--- src/hw/spu_pkg.sv ---
// Package for the second serial port: register map, fields, timing and types
package spu_pkg;
   localparam logic [7:0] SPU_ADDR_CTRL = 8'h00_C0;
   localparam logic [7:0] SPU_ADDR_DATA = 8'h00_C1;
   localparam logic [7:0] SPU_CTRL_RST  = 8'h00_00;
   localparam logic [7:0] SPU_DATA_RST  = 8'h00_00;
   localparam int SPU_B_MSH = 7;
   localparam int SPU_B_MSL = 6;
   localparam int SPU_B_MQ  = 5;
   localparam int SPU_B_REN = 4;
   localparam int SPU_B_TB8 = 3;
   localparam int SPU_B_RB8 = 2;
   localparam int SPU_B_TI  = 1;
   localparam int SPU_B_RI  = 0;
   localparam logic [6:0] SPU_M0_DIV     = 7'd12;
   localparam logic [6:0] SPU_M0_DIV_Q   = 7'd4;
   localparam logic [6:0] SPU_M2_DIV     = 7'd64;
   localparam logic [6:0] SPU_M2_DIV_DBL = 7'd32;
   localparam logic [4:0] SPU_OVS        = 5'd16;
   localparam logic [3:0] SPU_SAMPLE_AT  = 4'd8;
   localparam logic [3:0] SPU_BITS_M0    = 4'd8;
   localparam logic [3:0] SPU_BITS_M1    = 4'd10;
   localparam logic [3:0] SPU_BITS_M23   = 4'd11;
   localparam int SPU_T2_RCLK = 5;
   localparam int SPU_T2_TCLK = 4;

   typedef struct packed {
      logic       wr;
      logic       rd;
      logic [7:0] addr;
      logic [7:0] wdata;
   } spu_bus_s;
endpackage

--- src/hw/spu_serial_port.sv ---
// Second serial port: control/status and data registers plus shift engines
`timescale 1ns/1ps
// Notes on behaviour
// - Modes 1-3 frame data with one start and one stop bit: 10 or 11 bits.
// - Mode bits pick modes 0-3; mode 0 12/4 ticks, mode 2 64/32 ticks.
// - Fixed-rate tick equals system clock but halts while Idle.
// - Modes 1 and 3 bit rate comes from the timer overflow chosen by timer control.
// - Mode 1 with qualifier set raises receive-done only on a valid stop bit.
// - Modes 2/3 with qualifier set drop frames whose ninth bit is 0.
// - Receive enable gates reception; in mode 0 setting it starts one reception.
// - In modes 2 and 3 the tx ninth bit control supplies the ninth sent bit.
// - Rx ninth bit holds ninth bit in modes 2/3, stop bit in mode 1 unqualified.
// - Transmit-done sets after eighth bit in mode 0, after last data bit otherwise.
// - Receive-done sets after 8th bit in mode 0, after the whole stop bit in modes 1-3.
// - Data address writes the transmit holder and reads the receive holder.
module spu_serial_port (
   input  wire logic              core_clk_i,
   input  wire logic              rstn_i,
   input  wire spu_pkg::spu_bus_s bus_i,
   output logic [7:0]             rdata_o,
   input  wire logic              idle_i,
   input  wire logic [7:0]        timer_two_control_i,
   input  wire logic              baud_double_select_i,
   input  wire logic              t1_ovf_i,
   input  wire logic              t2_ovf_i,
   input  wire logic              rxd_i,
   output logic                   rxd_o,
   output logic                   rxd_oe_o,
   output logic                   txd_o
);
   typedef enum logic [1:0] {SPU_IDLE, SPU_SHIFT, SPU_DONE} spu_state_e;

   logic [7:0] ctrl_reg, ctrl_next, rbuf_reg, rbuf_next;
   logic [10:0] tsh_reg, tsh_next;
   logic [9:0] rsh_reg, rsh_next;
   logic [3:0] tcnt_reg, tcnt_next, rcnt_reg, rcnt_next;
   logic [6:0] tdiv_reg, tdiv_next, rdiv_reg, rdiv_next;
   logic [3:0] tovs_reg, tovs_next, rovs_reg, rovs_next;
   logic txd_reg, txd_next, sclk_reg, sclk_next, rx_d_reg, rx_d_next;
   spu_state_e tst_reg, tst_next, rst_reg, rst_next;
   logic [1:0] mode;
   logic qual, pclk, fix_tick, t_ovf, r_ovf, t_tick, r_tick, t_bit, r_bit, r_samp;
   logic [6:0] fdiv;
   logic [3:0] nbits;
   logic wr_ctrl, wr_data, t_set, r_set;
   logic rx_ok;

   assign mode = {ctrl_reg[spu_pkg::SPU_B_MSH], ctrl_reg[spu_pkg::SPU_B_MSL]};
   assign qual = ctrl_reg[spu_pkg::SPU_B_MQ];
   assign pclk = !idle_i;
   assign fdiv = (mode == 2'd0) ? (qual ? spu_pkg::SPU_M0_DIV_Q : spu_pkg::SPU_M0_DIV)
                 : (baud_double_select_i ? spu_pkg::SPU_M2_DIV_DBL : spu_pkg::SPU_M2_DIV);
   // Timer overflows arrive as 16x oversampling ticks
   assign t_ovf = timer_two_control_i[spu_pkg::SPU_T2_TCLK] ? t2_ovf_i : t1_ovf_i;
   assign r_ovf = timer_two_control_i[spu_pkg::SPU_T2_RCLK] ? t2_ovf_i : t1_ovf_i;
   assign nbits = (mode == 2'd0) ? spu_pkg::SPU_BITS_M0
                : (mode == 2'd1) ? spu_pkg::SPU_BITS_M1 : spu_pkg::SPU_BITS_M23;
   assign wr_ctrl = bus_i.wr && (bus_i.addr == spu_pkg::SPU_ADDR_CTRL);
   assign wr_data = bus_i.wr && (bus_i.addr == spu_pkg::SPU_ADDR_DATA);
   assign rdata_o = (bus_i.addr == spu_pkg::SPU_ADDR_DATA) ? rbuf_reg : ctrl_reg;
   assign txd_o = txd_reg;
   assign rxd_o = sclk_reg;
   assign rxd_oe_o = (mode == 2'd0) && (tst_reg == SPU_SHIFT || rst_reg == SPU_SHIFT);

   // Divided bit enables; fixed modes use pclk/fdiv, timer modes 16 overflows per bit
   always_comb begin
      tdiv_next = tdiv_reg;
      tovs_next = tovs_reg;
      t_bit = 1'b0;
      fix_tick = (mode == 2'd0) || (mode == 2'd2);
      t_tick = fix_tick ? pclk : t_ovf;
      if (tst_reg != SPU_SHIFT) begin
         tdiv_next = '0;
         tovs_next = '0;
      end else if (t_tick) begin
         if (fix_tick) begin
            tdiv_next = (tdiv_reg == fdiv - 7'd1) ? 7'd0 : tdiv_reg + 7'd1;
            t_bit = (tdiv_reg == fdiv - 7'd1);
         end else begin
            tovs_next = tovs_reg + 4'd1;
            t_bit = (tovs_reg == 4'(spu_pkg::SPU_OVS - 5'd1));
         end
      end
   end

   always_comb begin
      rdiv_next = rdiv_reg;
      rovs_next = rovs_reg;
      r_bit = 1'b0;
      r_samp = 1'b0;
      r_tick = fix_tick ? pclk : r_ovf;
      if (rst_reg != SPU_SHIFT) begin
         rdiv_next = '0;
         rovs_next = '0;
      end else if (r_tick) begin
         if (fix_tick) begin
            rdiv_next = (rdiv_reg == fdiv - 7'd1) ? 7'd0 : rdiv_reg + 7'd1;
            r_bit = (rdiv_reg == fdiv - 7'd1);
            r_samp = (rdiv_reg == (fdiv >> 1));
         end else begin
            rovs_next = rovs_reg + 4'd1;
            r_bit = (rovs_reg == 4'(spu_pkg::SPU_OVS - 5'd1));
            r_samp = (rovs_reg == spu_pkg::SPU_SAMPLE_AT);
         end
      end
   end

   // Transmit engine
   always_comb begin
      tst_next = tst_reg;
      tsh_next = tsh_reg;
      tcnt_next = tcnt_reg;
      txd_next = txd_reg;
      t_set = 1'b0;
      case (tst_reg)
         SPU_IDLE: begin
            txd_next = 1'b1;
            if (wr_data) begin
               if (mode == 2'd0)
                  tsh_next = {3'b111, bus_i.wdata};
               else if (mode == 2'd1)
                  tsh_next = {2'b11, bus_i.wdata, 1'b0};
               else
                  tsh_next = {1'b1, ctrl_reg[spu_pkg::SPU_B_TB8], bus_i.wdata, 1'b0};
               tcnt_next = '0;
               tst_next = SPU_SHIFT;
            end
         end
         SPU_SHIFT: begin
            txd_next = tsh_reg[0];
            if (t_bit) begin
               tsh_next = {1'b1, tsh_reg[10:1]};
               tcnt_next = tcnt_reg + 4'd1;
               // Flag at end of last data bit; in modes 1-3 the stop bit still goes out
               if ((mode == 2'd0 && tcnt_reg == nbits - 4'd1) ||
                   (mode != 2'd0 && tcnt_reg == nbits - 4'd2))
                  t_set = 1'b1;
               if (tcnt_reg == nbits - 4'd1)
                  tst_next = SPU_IDLE;
            end
         end
         default: tst_next = SPU_IDLE;
      endcase
   end

   // Receive engine
   always_comb begin
      rst_next = rst_reg;
      rsh_next = rsh_reg;
      rcnt_next = rcnt_reg;
      rx_d_next = rxd_i;
      sclk_next = 1'b1;
      r_set = 1'b0;
      rx_ok = 1'b0;
      case (rst_reg)
         SPU_IDLE: begin
            rcnt_next = '0;
            if (ctrl_reg[spu_pkg::SPU_B_REN] && !ctrl_reg[spu_pkg::SPU_B_RI] &&
                mode != 2'd0 && rx_d_reg && !rxd_i)
               rst_next = SPU_SHIFT;
            // Mode 0 starts on the write that raises enable, judged on the written mode
            if (wr_ctrl && !bus_i.wdata[spu_pkg::SPU_B_MSH] && !bus_i.wdata[spu_pkg::SPU_B_MSL] &&
                bus_i.wdata[spu_pkg::SPU_B_REN] && !bus_i.wdata[spu_pkg::SPU_B_RI] &&
                !ctrl_reg[spu_pkg::SPU_B_REN])
               rst_next = SPU_SHIFT;
         end
         SPU_SHIFT: begin
            if (mode == 2'd0)
               sclk_next = (rdiv_reg < (fdiv >> 1)) ? 1'b0 : 1'b1;
            if (r_samp)
               rsh_next = {rxd_i, rsh_reg[9:1]};
            if (!ctrl_reg[spu_pkg::SPU_B_REN])
               rst_next = SPU_IDLE;
            else if (r_bit) begin
               rcnt_next = rcnt_reg + 4'd1;
               if (mode != 2'd0 && rcnt_reg == 4'd0 && rsh_reg[9])
                  rst_next = SPU_IDLE;
               else if (rcnt_reg == nbits - 4'd1)
                  rst_next = SPU_DONE;
            end
         end
         SPU_DONE: begin
            rst_next = SPU_IDLE;
            if (mode == 2'd0)
               rx_ok = 1'b1;
            else if (mode == 2'd1)
               rx_ok = !qual || rsh_reg[9];
            else
               rx_ok = !qual || rsh_reg[8];
            r_set = rx_ok && !ctrl_reg[spu_pkg::SPU_B_RI];
         end
         default: rst_next = SPU_IDLE;
      endcase
   end

   // Registers; hardware set wins over a software clear in the same cycle
   always_comb begin
      ctrl_next = ctrl_reg;
      rbuf_next = rbuf_reg;
      if (wr_ctrl)
         ctrl_next = bus_i.wdata;
      if (t_set)
         ctrl_next[spu_pkg::SPU_B_TI] = 1'b1;
      if (r_set) begin
         ctrl_next[spu_pkg::SPU_B_RI] = 1'b1;
         if (mode == 2'd0) begin
            rbuf_next = rsh_reg[9:2];
         end else if (mode == 2'd1) begin
            rbuf_next = rsh_reg[8:1];
            ctrl_next[spu_pkg::SPU_B_RB8] = rsh_reg[9];
         end else begin
            rbuf_next = rsh_reg[7:0];
            ctrl_next[spu_pkg::SPU_B_RB8] = rsh_reg[8];
         end
      end
   end

   always_ff @(posedge core_clk_i) begin
      if (!rstn_i) begin
         ctrl_reg <= spu_pkg::SPU_CTRL_RST;
         rbuf_reg <= spu_pkg::SPU_DATA_RST;
         tsh_reg <= '1;
         rsh_reg <= '0;
         tcnt_reg <= '0;
         rcnt_reg <= '0;
         tdiv_reg <= '0;
         rdiv_reg <= '0;
         tovs_reg <= '0;
         rovs_reg <= '0;
         txd_reg <= 1'b1;
         sclk_reg <= 1'b1;
         rx_d_reg <= 1'b1;
         tst_reg <= SPU_IDLE;
         rst_reg <= SPU_IDLE;
      end else begin
         ctrl_reg <= ctrl_next;
         rbuf_reg <= rbuf_next;
         tsh_reg <= tsh_next;
         rsh_reg <= rsh_next;
         tcnt_reg <= tcnt_next;
         rcnt_reg <= rcnt_next;
         tdiv_reg <= tdiv_next;
         rdiv_reg <= rdiv_next;
         tovs_reg <= tovs_next;
         rovs_reg <= rovs_next;
         txd_reg <= txd_next;
         sclk_reg <= sclk_next;
         rx_d_reg <= rx_d_next;
         tst_reg <= tst_next;
         rst_reg <= rst_next;
      end
   end

   property p_ti_sticky;
      @(posedge core_clk_i) disable iff (!rstn_i)
      ctrl_reg[spu_pkg::SPU_B_TI] && !wr_ctrl |=> ctrl_reg[spu_pkg::SPU_B_TI];
   endproperty
   a_ti_sticky: assert property (p_ti_sticky) else $error("tx done cleared by hw");
   property p_ti_set;
      @(posedge core_clk_i) disable iff (!rstn_i)
      t_set |=> ctrl_reg[spu_pkg::SPU_B_TI];
   endproperty
   a_ti_set: assert property (p_ti_set) else $error("tx done not set");
   property p_start_bit;
      @(posedge core_clk_i) disable iff (!rstn_i)
      (tst_reg == SPU_IDLE) && wr_data && mode != 2'd0 |=> ##1 !txd_o;
   endproperty
   a_start_bit: assert property (p_start_bit) else $error("no start bit");
   property p_mp_drop;
      @(posedge core_clk_i) disable iff (!rstn_i)
      rst_reg == SPU_DONE && mode[1] && qual && !rsh_reg[8] |-> !r_set;
   endproperty
   a_mp_drop: assert property (p_mp_drop) else $error("address filter failed");
   property p_stop_valid;
      @(posedge core_clk_i) disable iff (!rstn_i)
      rst_reg == SPU_DONE && mode == 2'd1 && qual && !rsh_reg[9] |-> !r_set;
   endproperty
   a_stop_valid: assert property (p_stop_valid) else $error("bad stop accepted");
   property p_ren_off;
      @(posedge core_clk_i) disable iff (!rstn_i)
      !ctrl_reg[spu_pkg::SPU_B_REN] && rst_reg == SPU_IDLE && !wr_ctrl |=> rst_reg == SPU_IDLE;
   endproperty
   a_ren_off: assert property (p_ren_off) else $error("rx started while disabled");
   property p_ri_set;
      @(posedge core_clk_i) disable iff (!rstn_i)
      r_set |=> ctrl_reg[spu_pkg::SPU_B_RI];
   endproperty
   a_ri_set: assert property (p_ri_set) else $error("rx done not set");
   property p_rb8;
      @(posedge core_clk_i) disable iff (!rstn_i)
      r_set && mode[1] |=> ctrl_reg[spu_pkg::SPU_B_RB8] == $past(rsh_reg[8]);
   endproperty
   a_rb8: assert property (p_rb8) else $error("ninth bit not captured");
   c_tx: cover property (@(posedge core_clk_i) t_set);
   c_rx: cover property (@(posedge core_clk_i) r_set);
   c_m3: cover property (@(posedge core_clk_i) r_set && mode == 2'd3);
endmodule

--- config.mk ---
export PLATFORM = sky130hd
export DESIGN_NAME = spu_serial_port
export DESIGN_NICKNAME = d
export VERILOG_FILES = /design/src/hw/spu_pkg.sv /design/src/hw/spu_serial_port.sv
export SDC_FILE = /design/constraint.sdc
export NUM_CORES = 1
export LEC_CHECK = 0
export ABC_AREA = 0
export BUFFER_PORTS_ARGS = -buffer_cell sky130_fd_sc_hd__buf_2
export CORE_MARGIN = 2
export CORE_UTILIZATION = 44
export DETAILED_ROUTE_END_ITERATION = 6
export GPL_ROUTABILITY_DRIVEN = 0
export GPL_TIMING_DRIVEN = 0
export MAX_ROUTING_LAYER = met4
export SYNTH_ARGS = -nofsm -noshare
export SYNTH_HDL_FRONTEND = slang
export SYNTH_SLANG_ARGS = --single-unit
export TNS_END_PERCENT = 20
--- constraint.sdc ---
create_clock -name core_clk_i -period 4.62 [get_ports core_clk_i]
set_clock_uncertainty 0.15 [all_clocks]
set_input_delay 0.693 -clock core_clk_i [delete_from_list [all_inputs] [get_ports core_clk_i]]
set_output_delay 0.693 -clock core_clk_i [all_outputs]
set_load 0.02 [all_outputs]
==> flow_metrics.tcl <==
set metrics [dict create \
    crit_path_start "ctrl_reg[6]$_SDFFE_PN0N_" \
    fin_tns_setup_ps 0 \
    async_flop_share_pct 0 \
    core_area_um2 8299 \
    cts-root-buf "clkbuf_8" \
    syn_avg_cell_area_um2 8.938 \
    clk_pin_slew_ps 80 \
    layout_common_cells "dfxtp_1, nor2_1, buf_2" \
    pwr_density_cell_nw_per_um2 295.2 \
    mostFrequentLayoutCell "dfxtp_1" \
    leakage_nw 1.649 \
    worst_pin_slew_ps 961.0 \
    rows 33 \
    maxSlewViolCount 0 \
    h-tree-depth 3 \
    slowest_delay_ps 520 \
    critPathLaunchType "flop" \
    synthTopCellsByArea "dfxtp_1, mux2i_1, nor2_1" \
    fin_util_pct 52.62 \
    hpwl_mm 6.597 \
    postCtsSetupRepairBufs 0 \
    fin_cells 582 \
    r2r_end "tsh_reg[6]$_SDFFE_PN1P_" \
    crit_arrival_ps 3610 \
    power_frac_seq_pct 48.2 \
    first_pass_iters 5 \
    ir_worst_vdd_mv 0.1692 \
    critPathRequiredTime_ps 4710 \
    wl_per_cell_um 15.42 \
    hold_path_class "flop to flop" \
    synth_edf_count 0 \
    postRouteAntennaNets 0 \
    clk-insertion-delay-late_ps 360 \
    path_max_fanout 10 \
    drc 0 \
    wirelength_mm 8.976 \
    crit_chain "buf_6, clkbuf_1, nor2_2, inv_2, nand2_1, ha_1, xor2_1, o2111ai_1, o32ai_2, a21oi_2, a221o_1" \
    hold_depth 1 \
    setup_ws_ps 1101 \
    hold_end "txd_o$_SDFF_PN1_" \
    area_growth_pct 14.69 \
    crit_type "flop to flop" \
    antenna_found_initial 0 \
    pre_cts_ws_ps 1121 \
    finalHoldViolCount 0 \
    yosysSeqAreaShare_pct 37.86 \
    p_comb_share_pct 3.1 \
    layout.nets 517 \
    p_int_w 0.001012 \
    ys_warn_count 0 \
    drv_cap 0 \
    start_util_pct 45.88 \
    grt_overflow 0 \
    ys_ff_latch 72 \
    reg2reg_slack_ps 1100 \
    grt_max_degree 14 \
    track_usage_pct 20.25 \
    die_area_um2 9413 \
    nFillCells 789 \
    cts_buffer_depth 2 \
    synth_top_cell_by_area "dfxtp_1" \
    drt_iter0_markers 106 \
    grt_pass1_vias 3026 \
    critPathSlowestCell "o32ai_2" \
    die_w_um 97.02 \
    cts_tree "built" \
    die_y_um 97.02 \
    reg2regPathDepth 11 \
    drive_gt1_share_pct 17.19 \
    finalCriticalPeriod_ps 3519 \
    timing.final.crit_share_pct 76.17 \
    synth_ff_type "dfxtp_1" \
    syn-num-nets 471 \
    worstHoldStart "tsh_reg[0]$_SDFFE_PN1P_" \
    regToRegStartpoint "ctrl_reg[6]$_SDFFE_PN0N_" \
    syn_area_um2 3807 \
    netlist_instances 426 \
    p_switching_w 0.0002765 \
    dp.cells 566 \
    cts_hold_buf 0 \
    fin_hold_ws_ps 324.5 \
    cts_resized 0 \
    p_sw_share_pct 21.45 \
    io_pins 44 \
    numCtsBuffers 9 \
    pwr-share-clk_pct 48.7 \
    fmax_ghz 0.2842 \
    routed_via_density 5.469 \
    slew_headroom_pct 34.92 \
    vias 3183 \
    endpoint_kind "flop" \
    n_antenna_cell 0 \
    yosysTopAreaCellShare_pct 37.86 \
    grt_pass1_wl_mm 15.21 \
    cts_num_sinks 72 \
    outcome "finished, final reports clean" \
    setup_viol 0 \
    rsz0062_at_grt "no" \
    synthDistinctLibCells 58 \
    portBuffers 35 \
]
## critical path, delay by kind of cell, from the launching register on
kind	cells	cell delay [ps]
adders and majority gates	1	340
DFF	1	330
AOI/OAI and AO/OA	4	1290
xor gates and xnor gates	1	150
buffers and inverters	3	800
and+or+nand+nor	2	340
## power by group through the flow
| stage | Clock, W | Sequential [W] | Combinational, W |
|---|---|---|---|
| finish | 0.000628 | 0.000621 | 0.0000399 |
| global route | 0.000674 | 0.000621 | 0.0000445 |
| CTS | 0.000643 | 0.000621 | 0.0000400 |
| detailed placement | 0 | 0.000636 | 0.0000398 |
| global placement | 0 | 0.000636 | 0.0000395 |
| floorplan | 0 | 0.000636 | 0.0000188 |
## metal layers
metal	global-route usage, %	vias to the layer above	share of wire (%)
met5	-	-	0
met4	4.550	0	0.51
met3	4.769	5	2.5
met2	31.09	44	47
met1	27.29	1502	50
li1	-	1632	-
## worst max path at each step
stage                                           to  slack (ps)
after floorplan           rcnt_reg[3]$_SDFFE_PN0P_        1680
after global placement     tsh_reg[4]$_SDFFE_PN1P_        1190
after detailed placement  rdiv_reg[3]$_SDFFE_PP0P_        1120
after CTS                 rdiv_reg[3]$_SDFFE_PP0P_        1110
after global routing      tcnt_reg[1]$_SDFFE_PN0P_         850
final                      tsh_reg[6]$_SDFFE_PN1P_        1100
## cells by family (layout without fill, tap and decap cells)
kind of cell | Yosys count | in the layout | synth area share [%]
AOI/OAI and AO/OA | 85 | 85 | 15.31
buffers and inverters | 35 | 86 | 3.943
adders and majority gates | 12 | 12 | 3.943
DFF | 72 | 72 | 37.86
and+or+nand+nor | 146 | 146 | 19.39
xor gates and xnor gates | 23 | 23 | 5.291
muxes | 53 | 53 | 14.26
## stage by stage
stage | area [µm²] | power, W
after floorplan | 3807 | 0.0006543
after global placement | 4114 | 0.0006751
after detailed placement | 4114 | 0.0006754
after CTS | 4367 | 0.001304
after global routing | 4367 | 0.001339
final | 4367 | 0.001289
## cell usage after synthesis (4+ instances only)
| cell type | count |
|---|---|
| dfxtp_1 | 72 |
| nor2_1 | 47 |
| mux2i_1 | 43 |
| nand2_1 | 32 |
| o21ai_0 | 27 |
| a21oi_1 | 17 |
| xor2_1 | 15 |
| nand3_1 | 14 |
| ha_1 | 12 |
| clkbuf_1 | 11 |
| inv_1 | 11 |
| mux2_2 | 10 |
| buf_2 | 9 |
| a221o_1 | 8 |
| nand4_1 | 8 |
| xnor2_1 | 8 |
| nand2b_1 | 6 |
| nor4_1 | 6 |
| o31ai_1 | 6 |
| nor3_1 | 5 |
| or3_1 | 4 |
## layout make-up
type                    count  area, µm²  share of cell area (%)
flip-flops and latches     72       1441                   33.01
well taps                 105      131.4                   3.009
plain buffers              22      101.3                   2.321
inverters                  13      48.80                   1.117
multi-input cells         319       2216                   50.75
clock buffers              10      137.6                   3.152
repair buffers             35      175.2                   4.011
clock inverters             6      115.1                   2.636
No activity file was read; power rests on OpenSTA's default activity.
